--- src/fptr_pkg.sv ---
// Package with opcodes, register addresses, defaults and sizes for the protection registers
package fptr_pkg;
  // Command opcodes
  localparam logic [7:0] OP_PROT_STATUS_READ = 8'ha7;
  localparam logic [7:0] OP_PROT_LOCK = 8'ha6;
  localparam logic [7:0] OP_GEN_READ = 8'h65;
  localparam logic [7:0] OP_GEN_WRITE = 8'h71;
  localparam logic [7:0] OP_SECT_LOCK3 = 8'h36;
  localparam logic [7:0] OP_SECT_LOCK4 = 8'he1;
  localparam logic [7:0] OP_SECT_UNLOCK3 = 8'h39;
  localparam logic [7:0] OP_SECT_UNLOCK4 = 8'he2;
  localparam logic [7:0] OP_SECT_READ3 = 8'h3d;
  localparam logic [7:0] OP_SECT_READ4 = 8'he0;
  localparam logic [7:0] OP_GLOBAL_LOCK = 8'h7e;
  localparam logic [7:0] OP_GLOBAL_UNLOCK = 8'h98;
  localparam logic [7:0] OP_SET_PTR3 = 8'hfb;
  localparam logic [7:0] OP_SET_PTR4 = 8'he3;
  localparam logic [7:0] OP_PROG_STORED = 8'h43;
  localparam logic [7:0] OP_WRITE_ACTIVE = 8'h4a;
  localparam logic [7:0] OP_PATTERN_READ = 8'h41;
  localparam logic [7:0] OP_SOFT_RESET = 8'h99;
  localparam logic [7:0] OP_ENTER_DDR_READ = 8'hed;
  // Generic register addresses
  localparam logic [31:0] ADDR_PROT_STATUS = 32'h0000_0020;
  localparam logic [31:0] ADDR_PTR_REGION = 32'h0000_0027;
  localparam logic [31:0] ADDR_STORED_PAT = 32'h0000_0010;
  localparam logic [31:0] ADDR_ACTIVE_PAT = 32'h0000_0011;
  // Field positions and defaults
  localparam int LOCK_BIT = 0;
  localparam int RRPW_BIT = 6;
  localparam int MODE_LOCKBOOT = 4;
  localparam int MODE_PASSWORD = 2;
  localparam int MODE_PERMANENT = 0;
  localparam logic [31:0] PTR_RESET = 32'hffff_ffff;
  localparam logic [31:0] PTR_WR_MASK = 32'h007f_fe00;
  localparam logic [7:0] STORED_PAT_RESET = 8'h00;
  localparam logic [7:0] LOCK_READ_LOCKED = 8'h00;
  localparam logic [7:0] LOCK_READ_OPEN = 8'hff;
  localparam logic [15:0] MODE_RESET = 16'hffff;
  // Sector lock array: one bit per 64 KB block of 8 MB
  localparam int SECT_BITS = 7;
  localparam int SECT_COUNT = 128;
  localparam int SECT_LSB = 16;
  localparam logic [3:0] LEARN_EDGES = 4'h8;
  // Command engine states
  typedef enum logic [2:0] {
    FPTR_IDLE = 3'b000,
    FPTR_OPC = 3'b001,
    FPTR_ADDR = 3'b011,
    FPTR_DATA = 3'b010,
    FPTR_OUT = 3'b110,
    FPTR_DONE = 3'b111
  } fptr_state_t;
endpackage

--- src/fptr_sync.sv ---
// Two-flop synchroniser for one level
`timescale 1ns/1ps
module fptr_sync (
  // Clock and reset
  input wire logic clk,
  input wire logic rst_n,
  // Level in and out
  input wire logic din,
  output logic dout
);
  logic meta_q;
  // First flop read only by the second
  always_ff @(posedge clk or negedge rst_n) begin
    if (!rst_n) begin
      meta_q <= 1'b0;
      dout <= 1'b0;
    end else begin
      meta_q <= din;
      dout <= meta_q;
    end
  end
endmodule

--- src/fptr_learn.sv ---
// Shifter that sends the learning pattern, one bit per serial clock edge
`timescale 1ns/1ps
module fptr_learn (
  // Clock and reset
  input wire logic clk,
  input wire logic rst_n,
  // Control
  input wire logic start,
  input wire logic edge_seen,
  input wire logic [7:0] pattern,
  // Output
  output logic drive,
  output logic bit_out
);
  logic [7:0] sh_q;
  logic [3:0] cnt_q;
  // Load on start, shift on each edge, MSB first
  always_ff @(posedge clk or negedge rst_n) begin
    if (!rst_n) begin
      sh_q <= 8'h00;
      cnt_q <= 4'h0;
    end else if (start) begin
      sh_q <= pattern;
      cnt_q <= (pattern == 8'h00) ? 4'h0 : fptr_pkg::LEARN_EDGES;
    end else if (edge_seen && cnt_q != 4'h0) begin
      sh_q <= {sh_q[6:0], 1'b0};
      cnt_q <= cnt_q - 4'h1;
    end
  end
  assign drive = (cnt_q != 4'h0);
  assign bit_out = sh_q[7];
endmodule

--- src/fptr_top.sv ---
// Protection, sector lock and learning pattern registers behind the serial command port
// Notes on behaviour
// - Protection status is volatile read-only; reserved bits read zero.
// - With lock bit zero, pointer region changes are refused.
// - Lock bit defaults from protection-mode bits 2 and 0.
// - Protection lock command sets the lock bit to one.
// - Status bit 6 mirrors protection-mode bit 6.
// - Status readable by dedicated read and generic register read.
// - Sector lock read gives 00h when locked, FFh when open.
// - Sector lock commands lock one block; global lock locks all.
// - Sector unlock commands unlock one block; global unlock unlocks all.
// - Sector lock read commands, both address sizes, return the access value.
// - Pointer register is non-volatile only, default from hardware; here every hardware reset reloads PTR_RESET, so writes are lost.
// - Pointer register set by set-pointer commands and generic access.
// - Pointer address bits 22..12 default ones; reserved bits read ones.
// - Bit 11 selects protect-all, default one.
// - Bit 10 is active-low enable, default one.
// - Bit 9 selects direction, default one (bottom).
// - Stored pattern programs once only and copies into active pattern.
// - Active pattern writable any time; reloads from stored on reset.
// - Learning phase drives pattern MSB first on all data lines.
// - Active pattern 00h sends no preamble.
// - Pattern read command returns the learning pattern.
// - Reset state of sector locks follows lock-boot bit.
`timescale 1ns/1ps
module fptr_top (
  // System clock and reset
  input wire logic mclk,
  input wire logic reset_n,
  // Serial pins
  input wire logic sck,
  input wire logic cs_n,
  input wire logic [3:0] dq_in,
  output logic [3:0] dq_out,
  output logic [3:0] dq_oe_n,
  // Protection mode bits from the one-time area
  input wire logic [15:0] protection_mode_otp,
  // Status towards the array logic
  output logic protection_lock_bit,
  output logic [31:0] pointer_region_protection,
  output logic [7:0] learning_pattern_volatile
);
  logic rst_a_q, rst_b_q, rst_n;
  logic sck_s, cs_n_s, sck_prev_q;
  logic [3:0] dq_s;
  logic rise, fall;
  // Reset release through two flops
  always_ff @(posedge mclk or negedge reset_n) begin
    if (!reset_n) begin
      rst_a_q <= 1'b0;
      rst_b_q <= 1'b0;
    end else begin
      rst_a_q <= 1'b1;
      rst_b_q <= rst_a_q;
    end
  end
  assign rst_n = rst_b_q;

  // Pin synchronisers
  fptr_sync u_sck (.clk(mclk), .rst_n(rst_n), .din(sck), .dout(sck_s));
  fptr_sync u_cs (.clk(mclk), .rst_n(rst_n), .din(~cs_n), .dout(cs_n_s));
  fptr_sync u_d0 (.clk(mclk), .rst_n(rst_n), .din(dq_in[0]), .dout(dq_s[0]));
  fptr_sync u_d1 (.clk(mclk), .rst_n(rst_n), .din(dq_in[1]), .dout(dq_s[1]));
  fptr_sync u_d2 (.clk(mclk), .rst_n(rst_n), .din(dq_in[2]), .dout(dq_s[2]));
  fptr_sync u_d3 (.clk(mclk), .rst_n(rst_n), .din(dq_in[3]), .dout(dq_s[3]));
  logic sel;
  assign sel = cs_n_s; // High while chip select is active

  // Serial clock edge detection
  always_ff @(posedge mclk or negedge rst_n) begin
    if (!rst_n) begin
      sck_prev_q <= 1'b0;
    end else begin
      sck_prev_q <= sck_s;
    end
  end
  assign rise = sck_s & ~sck_prev_q;
  assign fall = ~sck_s & sck_prev_q;

  // Reset strap capture of protection-mode bits after release
  logic init_q;
  logic [15:0] mode_q;
  always_ff @(posedge mclk or negedge rst_n) begin
    if (!rst_n) begin
      init_q <= 1'b1;
      mode_q <= fptr_pkg::MODE_RESET;
    end else begin
      init_q <= 1'b0;
      if (init_q) begin
        mode_q <= protection_mode_otp;
      end
    end
  end

  // Command shifter
  fptr_pkg::fptr_state_t st_q;
  logic [7:0] opc_q;
  logic [31:0] addr_q;
  logic [5:0] acnt_q;
  logic [7:0] sh_q;
  logic [2:0] bcnt_q;
  logic [7:0] out_q;
  logic [31:0] wdata_q;
  logic [2:0] wbytes_q;
  logic byte_done;
  assign byte_done = rise && bcnt_q == 3'h7;
  logic [7:0] in_byte;
  assign in_byte = {sh_q[6:0], dq_s[0]};

  function automatic logic [5:0] addr_len(input logic [7:0] op);
    case (op)
      fptr_pkg::OP_SECT_LOCK4, fptr_pkg::OP_SECT_UNLOCK4,
      fptr_pkg::OP_SECT_READ4, fptr_pkg::OP_SET_PTR4: addr_len = 6'd32;
      fptr_pkg::OP_SECT_LOCK3, fptr_pkg::OP_SECT_UNLOCK3,
      fptr_pkg::OP_SECT_READ3, fptr_pkg::OP_SET_PTR3, fptr_pkg::OP_ENTER_DDR_READ,
      fptr_pkg::OP_GEN_READ, fptr_pkg::OP_GEN_WRITE: addr_len = 6'd24;
      default: addr_len = 6'd0;
    endcase
  endfunction

  // Read data selection
  logic [7:0] rd_byte;
  localparam int SECT_W = fptr_pkg::SECT_BITS;
  logic [SECT_W-1:0] sect_idx;
  logic [fptr_pkg::SECT_COUNT-1:0] lock_q;
  logic [7:0] prot_status;
  logic [7:0] stored_q;
  logic stored_done_q;
  logic [7:0] active_q;
  logic [31:0] ptr_q;
  logic lock_bit_q;
  assign sect_idx = addr_q[fptr_pkg::SECT_LSB +: SECT_W];
  // Bit 6 mirrors mode bit 6
  assign prot_status = {1'b0, mode_q[fptr_pkg::RRPW_BIT], 5'h00, lock_bit_q};
  always_comb begin
    rd_byte = 8'h00;
    case (opc_q)
      fptr_pkg::OP_PROT_STATUS_READ: rd_byte = prot_status;
      fptr_pkg::OP_SECT_READ3, fptr_pkg::OP_SECT_READ4:
        rd_byte = lock_q[sect_idx] ? fptr_pkg::LOCK_READ_LOCKED : fptr_pkg::LOCK_READ_OPEN;
      fptr_pkg::OP_PATTERN_READ: rd_byte = active_q;
      fptr_pkg::OP_GEN_READ: begin
        if (addr_q == fptr_pkg::ADDR_PROT_STATUS) begin
          rd_byte = prot_status;
        end else if (addr_q == fptr_pkg::ADDR_PTR_REGION) begin
          rd_byte = ptr_q[7:0];
        end else if (addr_q == fptr_pkg::ADDR_STORED_PAT) begin
          rd_byte = stored_q;
        end else if (addr_q == fptr_pkg::ADDR_ACTIVE_PAT) begin
          rd_byte = active_q;
        end
      end
      default: rd_byte = 8'h00;
    endcase
  end
  logic is_read;
  assign is_read = opc_q == fptr_pkg::OP_PROT_STATUS_READ || opc_q == fptr_pkg::OP_SECT_READ3
    || opc_q == fptr_pkg::OP_SECT_READ4 || opc_q == fptr_pkg::OP_PATTERN_READ
    || opc_q == fptr_pkg::OP_GEN_READ;

  // Command sequencing
  always_ff @(posedge mclk or negedge rst_n) begin
    if (!rst_n) begin
      st_q <= fptr_pkg::FPTR_IDLE;
      opc_q <= 8'h00;
      addr_q <= 32'h0000_0000;
      acnt_q <= 6'd0;
      sh_q <= 8'h00;
      bcnt_q <= 3'h0;
      out_q <= 8'h00;
      wdata_q <= 32'h0000_0000;
      wbytes_q <= 3'h0;
    end else begin
      case (st_q)
        fptr_pkg::FPTR_IDLE: begin
          bcnt_q <= 3'h0;
          wbytes_q <= 3'h0;
          if (sel) begin
            st_q <= fptr_pkg::FPTR_OPC;
          end
        end
        fptr_pkg::FPTR_OPC: begin
          if (!sel) begin
            st_q <= fptr_pkg::FPTR_DONE;
          end else if (rise) begin
            sh_q <= in_byte;
            bcnt_q <= bcnt_q + 3'h1;
            if (byte_done) begin
              opc_q <= in_byte;
              acnt_q <= addr_len(in_byte);
              addr_q <= 32'h0000_0000;
              if (addr_len(in_byte) != 6'd0) begin
                st_q <= fptr_pkg::FPTR_ADDR;
              end else if (in_byte == fptr_pkg::OP_PROT_STATUS_READ
                  || in_byte == fptr_pkg::OP_PATTERN_READ) begin
                st_q <= fptr_pkg::FPTR_OUT;
              end else begin
                st_q <= fptr_pkg::FPTR_DATA;
              end
            end
          end
        end
        fptr_pkg::FPTR_ADDR: begin
          if (!sel) begin
            st_q <= fptr_pkg::FPTR_DONE;
          end else if (rise) begin
            addr_q <= {addr_q[30:0], dq_s[0]};
            acnt_q <= acnt_q - 6'd1;
            if (acnt_q == 6'd1) begin
              st_q <= is_read ? fptr_pkg::FPTR_OUT : fptr_pkg::FPTR_DATA;
            end
          end
        end
        fptr_pkg::FPTR_DATA: begin
          if (!sel) begin
            st_q <= fptr_pkg::FPTR_DONE;
          end else if (rise) begin
            sh_q <= in_byte;
            bcnt_q <= bcnt_q + 3'h1;
            if (byte_done) begin
              wdata_q <= {wdata_q[23:0], in_byte};
              if (wbytes_q != 3'h4) begin
                wbytes_q <= wbytes_q + 3'h1;
              end
            end
          end
        end
        fptr_pkg::FPTR_OUT: begin
          if (!sel) begin
            st_q <= fptr_pkg::FPTR_DONE;
          end else if (fall) begin
            // Bytes repeat while the host keeps clocking
            out_q <= (bcnt_q == 3'h0) ? {rd_byte[6:0], 1'b0} : {out_q[6:0], 1'b0};
            bcnt_q <= bcnt_q + 3'h1;
          end
        end
        fptr_pkg::FPTR_DONE: st_q <= fptr_pkg::FPTR_IDLE;
        default: st_q <= fptr_pkg::FPTR_IDLE;
      endcase
    end
  end

  // Completed command strobes
  logic done;
  assign done = st_q == fptr_pkg::FPTR_DONE;
  logic gen_wr;
  assign gen_wr = done && opc_q == fptr_pkg::OP_GEN_WRITE && wbytes_q != 3'h0;

  // Lock bit: reset reload, set only by lock command
  // Held low until the strap capture so the lock output never falls after reset
  always_ff @(posedge mclk or negedge rst_n) begin
    if (!rst_n) begin
      lock_bit_q <= 1'b0;
    end else if (init_q) begin
      lock_bit_q <= protection_mode_otp[fptr_pkg::MODE_PASSWORD]
        & protection_mode_otp[fptr_pkg::MODE_PERMANENT];
    end else if (done && opc_q == fptr_pkg::OP_PROT_LOCK) begin
      lock_bit_q <= 1'b1;
    end
  end

  always_ff @(posedge mclk or negedge rst_n) begin
    if (!rst_n) begin
      lock_q <= '1;
    end else if (init_q) begin
      lock_q <= {fptr_pkg::SECT_COUNT{protection_mode_otp[fptr_pkg::MODE_LOCKBOOT]}};
    end else if (done && st_q == fptr_pkg::FPTR_DONE && acnt_q == 6'd0) begin
      case (opc_q)
        fptr_pkg::OP_SECT_LOCK3, fptr_pkg::OP_SECT_LOCK4: lock_q[sect_idx] <= 1'b1;
        fptr_pkg::OP_SECT_UNLOCK3, fptr_pkg::OP_SECT_UNLOCK4: lock_q[sect_idx] <= 1'b0;
        fptr_pkg::OP_GLOBAL_LOCK: lock_q <= '1;
        fptr_pkg::OP_GLOBAL_UNLOCK: lock_q <= '0;
        default: lock_q <= lock_q;
      endcase
    end
  end

  logic ptr_cmd;
  logic [31:0] ptr_new;
  assign ptr_cmd = done && acnt_q == 6'd0
    && (opc_q == fptr_pkg::OP_SET_PTR3 || opc_q == fptr_pkg::OP_SET_PTR4);
  assign ptr_new = (ptr_cmd ? addr_q : wdata_q) & fptr_pkg::PTR_WR_MASK
    | ~fptr_pkg::PTR_WR_MASK;
  always_ff @(posedge mclk or negedge rst_n) begin
    if (!rst_n) begin
      ptr_q <= fptr_pkg::PTR_RESET;
    end else if (lock_bit_q && (ptr_cmd
        || (gen_wr && addr_q == fptr_pkg::ADDR_PTR_REGION))) begin
      // Refused while lock bit is zero
      ptr_q <= ptr_new;
    end
  end

  always_ff @(posedge mclk or negedge rst_n) begin
    if (!rst_n) begin
      stored_q <= fptr_pkg::STORED_PAT_RESET;
      stored_done_q <= 1'b0;
      active_q <= fptr_pkg::STORED_PAT_RESET;
    end else if (done && opc_q == fptr_pkg::OP_SOFT_RESET) begin
      active_q <= stored_q;
    end else if (done && opc_q == fptr_pkg::OP_PROG_STORED && wbytes_q != 3'h0) begin
      if (!stored_done_q) begin
        stored_q <= wdata_q[7:0];
        stored_done_q <= 1'b1;
        active_q <= wdata_q[7:0];
      end
    end else if ((done && opc_q == fptr_pkg::OP_WRITE_ACTIVE && wbytes_q != 3'h0)
        || (gen_wr && addr_q == fptr_pkg::ADDR_ACTIVE_PAT)) begin
      active_q <= wdata_q[7:0];
    end
  end

  // Learning preamble at start of DDR read dummy phase
  logic learn_start, learn_drive, learn_bit;
  assign learn_start = st_q == fptr_pkg::FPTR_ADDR && rise && acnt_q == 6'd1
    && opc_q == fptr_pkg::OP_ENTER_DDR_READ;
  fptr_learn u_learn (
    .clk(mclk),
    .rst_n(rst_n),
    .start(learn_start),
    .edge_seen(rise | fall),
    .pattern(active_q),
    .drive(learn_drive),
    .bit_out(learn_bit)
  );

  // Registered pin and status outputs
  always_ff @(posedge mclk or negedge rst_n) begin
    if (!rst_n) begin
      dq_out <= 4'h0;
      dq_oe_n <= 4'hf;
      protection_lock_bit <= 1'b0;
      pointer_region_protection <= fptr_pkg::PTR_RESET;
      learning_pattern_volatile <= fptr_pkg::STORED_PAT_RESET;
    end else begin
      if (learn_drive) begin
        dq_out <= {4{learn_bit}};
        dq_oe_n <= 4'h0;
      end else if (st_q == fptr_pkg::FPTR_OUT && sel) begin
        dq_out <= {2'b00, (bcnt_q == 3'h0) ? rd_byte[7] : out_q[7], 1'b0};
        dq_oe_n <= 4'hd;
      end else begin
        dq_out <= 4'h0;
        dq_oe_n <= 4'hf;
      end
      protection_lock_bit <= lock_bit_q;
      pointer_region_protection <= ptr_q;
      learning_pattern_volatile <= active_q;
    end
  end
endmodule

--- config.mk ---
export PLATFORM = sky130hd
export DESIGN_NAME = fptr_top
export DESIGN_NICKNAME = d
export VERILOG_FILES = /design/src/fptr_pkg.sv /design/src/fptr_sync.sv /design/src/fptr_learn.sv /design/src/fptr_top.sv
export SDC_FILE = /design/constraint.sdc
export NUM_CORES = 1
export LEC_CHECK = 0
export BUFFER_PORTS_ARGS = -buffer_cell sky130_fd_sc_hd__clkbuf_2
export CORE_MARGIN = 8
export CORE_UTILIZATION = 38
export DETAILED_ROUTE_END_ITERATION = 6
export PLACE_DENSITY = 0.56
export SYNTH_ARGS = -nofsm -noshare
export SYNTH_HDL_FRONTEND = slang
export SYNTH_HIERARCHICAL = 1
export SYNTH_SLANG_ARGS = --single-unit
--- constraint.sdc ---
create_clock -name mclk -period 8.8 [get_ports mclk]
set_input_delay 0.88 -clock mclk [delete_from_list [all_inputs] [get_ports mclk]]
set_output_delay 0.88 -clock mclk [all_outputs]
set_load 0.03 [all_outputs]
==> results.md <==
* Count of mapped cells out of synthesis at 1975
* Fin Setup TNS at 0 ns
* Worst r2r src: opc_q[4]
* Cells on worst reg2reg path at 9
* Most common cell after layout, fill and taps aside: sky130_fd_sc_hd__nor2_1
* Crit path launch: opc_q[4]
* Maximum number of pins on one net before global-route repair at approximately 170
* Fraction of final layout cells with drive strength greater than 1 at around 20%
* Placed wire-length estimate after detailed placement at approximately 28000 um
* Leakage power at around 7.4 nW
* Global-route total usage across every layer at a little under a fifth
* Internal power contribution at between 2 and 3 mW
* Largest fanout on the critical path at between 100 and 150
* FF-to-FF End: lock_q[0]
* First-pass iteration count of the detailed router at 6
* Number of different library cells in the post-synthesis netlist at 94
* TritonCTS buffer count at 39
* Count of pins on the block boundary at 73
* Dpl ws at around 4.5 ns
* Net switching fraction of the power at 30.3%
* PD cells at 213 nW/um^2
* Final setup skew at 0.0266 ns
* Total of cells resized after clock tree synthesis at 0
* Weighted congestion reported at the end of routability-driven placement at just over 0.8
* Slew at the pin with the worst max-slew slack at about 1.2 ns
* Fraction of the yosys area taken by sequential cells at 44.5%
* Max-cap violation count at 0
* Clock Latency Late Sink at around 0.57 ns
* Minimum hold slack at about 0.10 ns
* TritonCTS clock tree: yes
* Fin worst setup slack at about 4.4 ns
* Die extent in y at around 230 um
* Grt total ovfl at 0
* Share of the cycle needed by the critical path after routing at between 40% and 50%
* Diodes inserted at 0
* Sort of element at the end of the critical path: register
* Initial Util at around two fifths
* Portion of total power attributed to combinational logic at ~16%
* Req. time, crit path at just over 9 ns
* Layout overhead on the synthesized area at 10.1%
* Data arrival time of the critical path at slightly below 5 ns
* Maximum vdd ir drop at about 0.00012 V
* DIE WIDTH at 230 um
* DRC violation count after routing at 0
* Clock transition time at the flip-flop clock pins of the worst setup and hold paths at roughly 0.060 ns
* Worst R2R Setup Slack at about 4.4 ns
* Unrepaired setup endpoints after global routing: false
* Setup violations, final at 0
* Number of port buffers at 39
* Status: completed
* Max transition margin at between 10% and 20%
* Maximum clock insertion buffer count at 3
* Warnings, synthesis at 6
* Hold-fix buffer count after cts at 0
* Asr flop ratio synth at 100%
* Final Net Count at a little under 2k
* Flop pwr share at approximately 43%
* Type of the most critical hold path: in2async
* Core region area at ~45000 sq um
* Fraction of power consumed by the clock network at 40.8%
* Vias at 14.8k
* Max-slew violation count at 0
* Syn_area_per_cell at 8.82 sq um
* Row count at 78
* Final critical path time including I/O delays and setup at approximately 4.4 ns
* Number of synthesized flops with an enable pin at 0
* Post-synthesis instance area at 17400 sq um
* Clock net sink count at 302
* Number of flip-flops and latches in the synthesized netlist at 302
* Post-DR vias/cell at just under 6
* Number of antenna-violating nets in the routed design at 0
* Switch Pwr at 1.24 mW
* Number of global-route vias before repair at around 14k
* End point of the critical path: lock_q[0]
* Kind of launch point of the worst setup path: register
* Final routed wirelength across all metal layers at 50100 um
* Max frequency at roughly 0.23 GHz
* Number of failing hold endpoints at the final stage at 0
* First-pass GRT wire length at 81000 um
* Per-cell routed wire length at roughly 20 um
* Critical path start-end classification: reg2reg
* Share of the core filled with cells at between 40% and 50%
* Die ar. at 53000 sq um
* Clock H-tree levels at 2
* Initial DRC count at approximately 1.2k
* Top library cells by usage in the layout, fill and taps aside: 293 x sky130_fd_sc_hd__nor2_1, 195 x sky130_fd_sc_hd__o21ai_0, 182 x sky130_fd_sc_hd__a21oi_1
* Main synth FF type: sky130_fd_sc_hd__dfstp_2
* Buffer type at the clock tree root: sky130_fd_sc_hd__clkbuf_16
* Number of setup buffers added after CTS at 0
* Antenna violations before repair at 0
sequential cells by signal (all words and copies together), names as in the netlist, 2 cells and up, named ones only:
register and flops:
active_q 8, opc_q 8, lock_q 128, wdata_q 23, u_learn/cnt_q 4, addr_q 32
dq_oe_n 2, acnt_q 6, st_q 2, learning_pattern_volatile 8, sh_q 7, pointer_region_protection 14
dq_out 2, ptr_q 14, u_learn/sh_q 8, stored_q 8, out_q 7, bcnt_q 3
wbytes_q 3
cell families (layout without fill, tap and decap cells):
family,count (synthesis),in the layout,share of synthesized area [%]
adders and majority gates,12,12,0.847
other,2,20,0.0431
DFF,302,302,44.5
xor gates and xnor gates,4,4,0.201
and+or+nand+nor,713,713,19.1
buffers and inverters,223,167,5.72
muxes,91,91,6.71
AOI/OAI and AO/OA,628,628,22.9
worst min path at each step:
stage | to | cells after the start | slack (ns)
after global routing | rst_b_q | 1 | 0.09
after CTS | rst_b_q | 1 | 0.07
after floorplan | rst_b_q | 0 | 0.33
after global placement | u_d0/dout | 0 | 0.33
final | rst_b_q | 1 | 0.10
after detailed placement | u_d0/dout | 0 | 0.34
cell type report:
class,count,area [sq um]
Fill cell,4411,26100
Multi-Input combinational cell,1468,8810
Sequential cell,302,7770
Clock buffer,60,1140
Tap cell,600,751
Timing Repair Buffer,62,380
Clock inverter,12,206
Inverter,33,124
power groups by stage:
stage	Combinational, mW	Sequential, mW	Clock, mW
after floorplan	0.571	1.69	0
after global placement	0.635	1.79	0
after detailed placement	0.646	1.80	0
after CTS	0.649	1.77	1.72
after global routing	0.728	1.80	1.77
final	0.647	1.78	1.67
stage by stage:
stage                     std cells  area, sq um  power [mW]
after floorplan                1993        17500        2.26
after global placement         2465        17800        2.42
after detailed placement       2465        17800        2.44
after CTS                      2537        19200        4.14
after global routing           2537        19200        4.30
final                          2537        19200        4.09
critical path: stages, from the launching register on:
cell and delay (ns):
sky130_fd_sc_hd__dfrtp_1 0.49, sky130_fd_sc_hd__and4bb_2 0.32, sky130_fd_sc_hd__a32oi_4 0.22, sky130_fd_sc_hd__buf_4 0.65, sky130_fd_sc_hd__o32a_2 0.28, sky130_fd_sc_hd__buf_4 0.60, sky130_fd_sc_hd__o221ai_1 0.28, sky130_fd_sc_hd__a21o_4 0.44
sky130_fd_sc_hd__buf_4 0.51, sky130_fd_sc_hd__mux2_2 0.41
metal layers:
| metal | up-vias | track usage [%] | part of all wire [%] |
|---|---|---|---|
| met3 | 108 | 3.00 | 6.5 |
| met5 | - | 0 | 0 |
| met1 | 7273 | 25.7 | 44 |
| met2 | 494 | 29.2 | 47 |
| li1 | 6952 | - | - |
| met4 | 0 | 6.89 | 2.6 |
synth_stat cells, drive strengths merged, types with 5 or more instances:
cell type | n | area share [%]
a211oi | 6 | 0.33
a21oi | 183 | 5.3
a221oi | 12 | 0.60
a31oi | 18 | 0.65
and2 | 7 | 0.28
and3 | 11 | 0.39
buf | 74 | 2.5
clkbuf | 116 | 2.5
dfrtp | 142 | 20
dfstp | 160 | 24
ha | 11 | 0.79
inv | 33 | 0.71
mux2 | 53 | 3.4
mux2i | 23 | 1.3
mux4 | 15 | 2.0
nand2 | 144 | 3.1
nand2b | 10 | 0.36
nand3 | 24 | 0.69
nand3b | 10 | 0.43
nand4 | 5 | 0.27
nor2 | 296 | 6.4
nor2b | 23 | 0.83
nor3 | 138 | 4.1
nor4 | 16 | 0.75
o211ai | 14 | 0.60
o21ai | 209 | 6.0
o22a | 130 | 6.5
o22ai | 10 | 0.36
o31ai | 9 | 0.39
No activity file was read; power rests on OpenSTA's default activity.
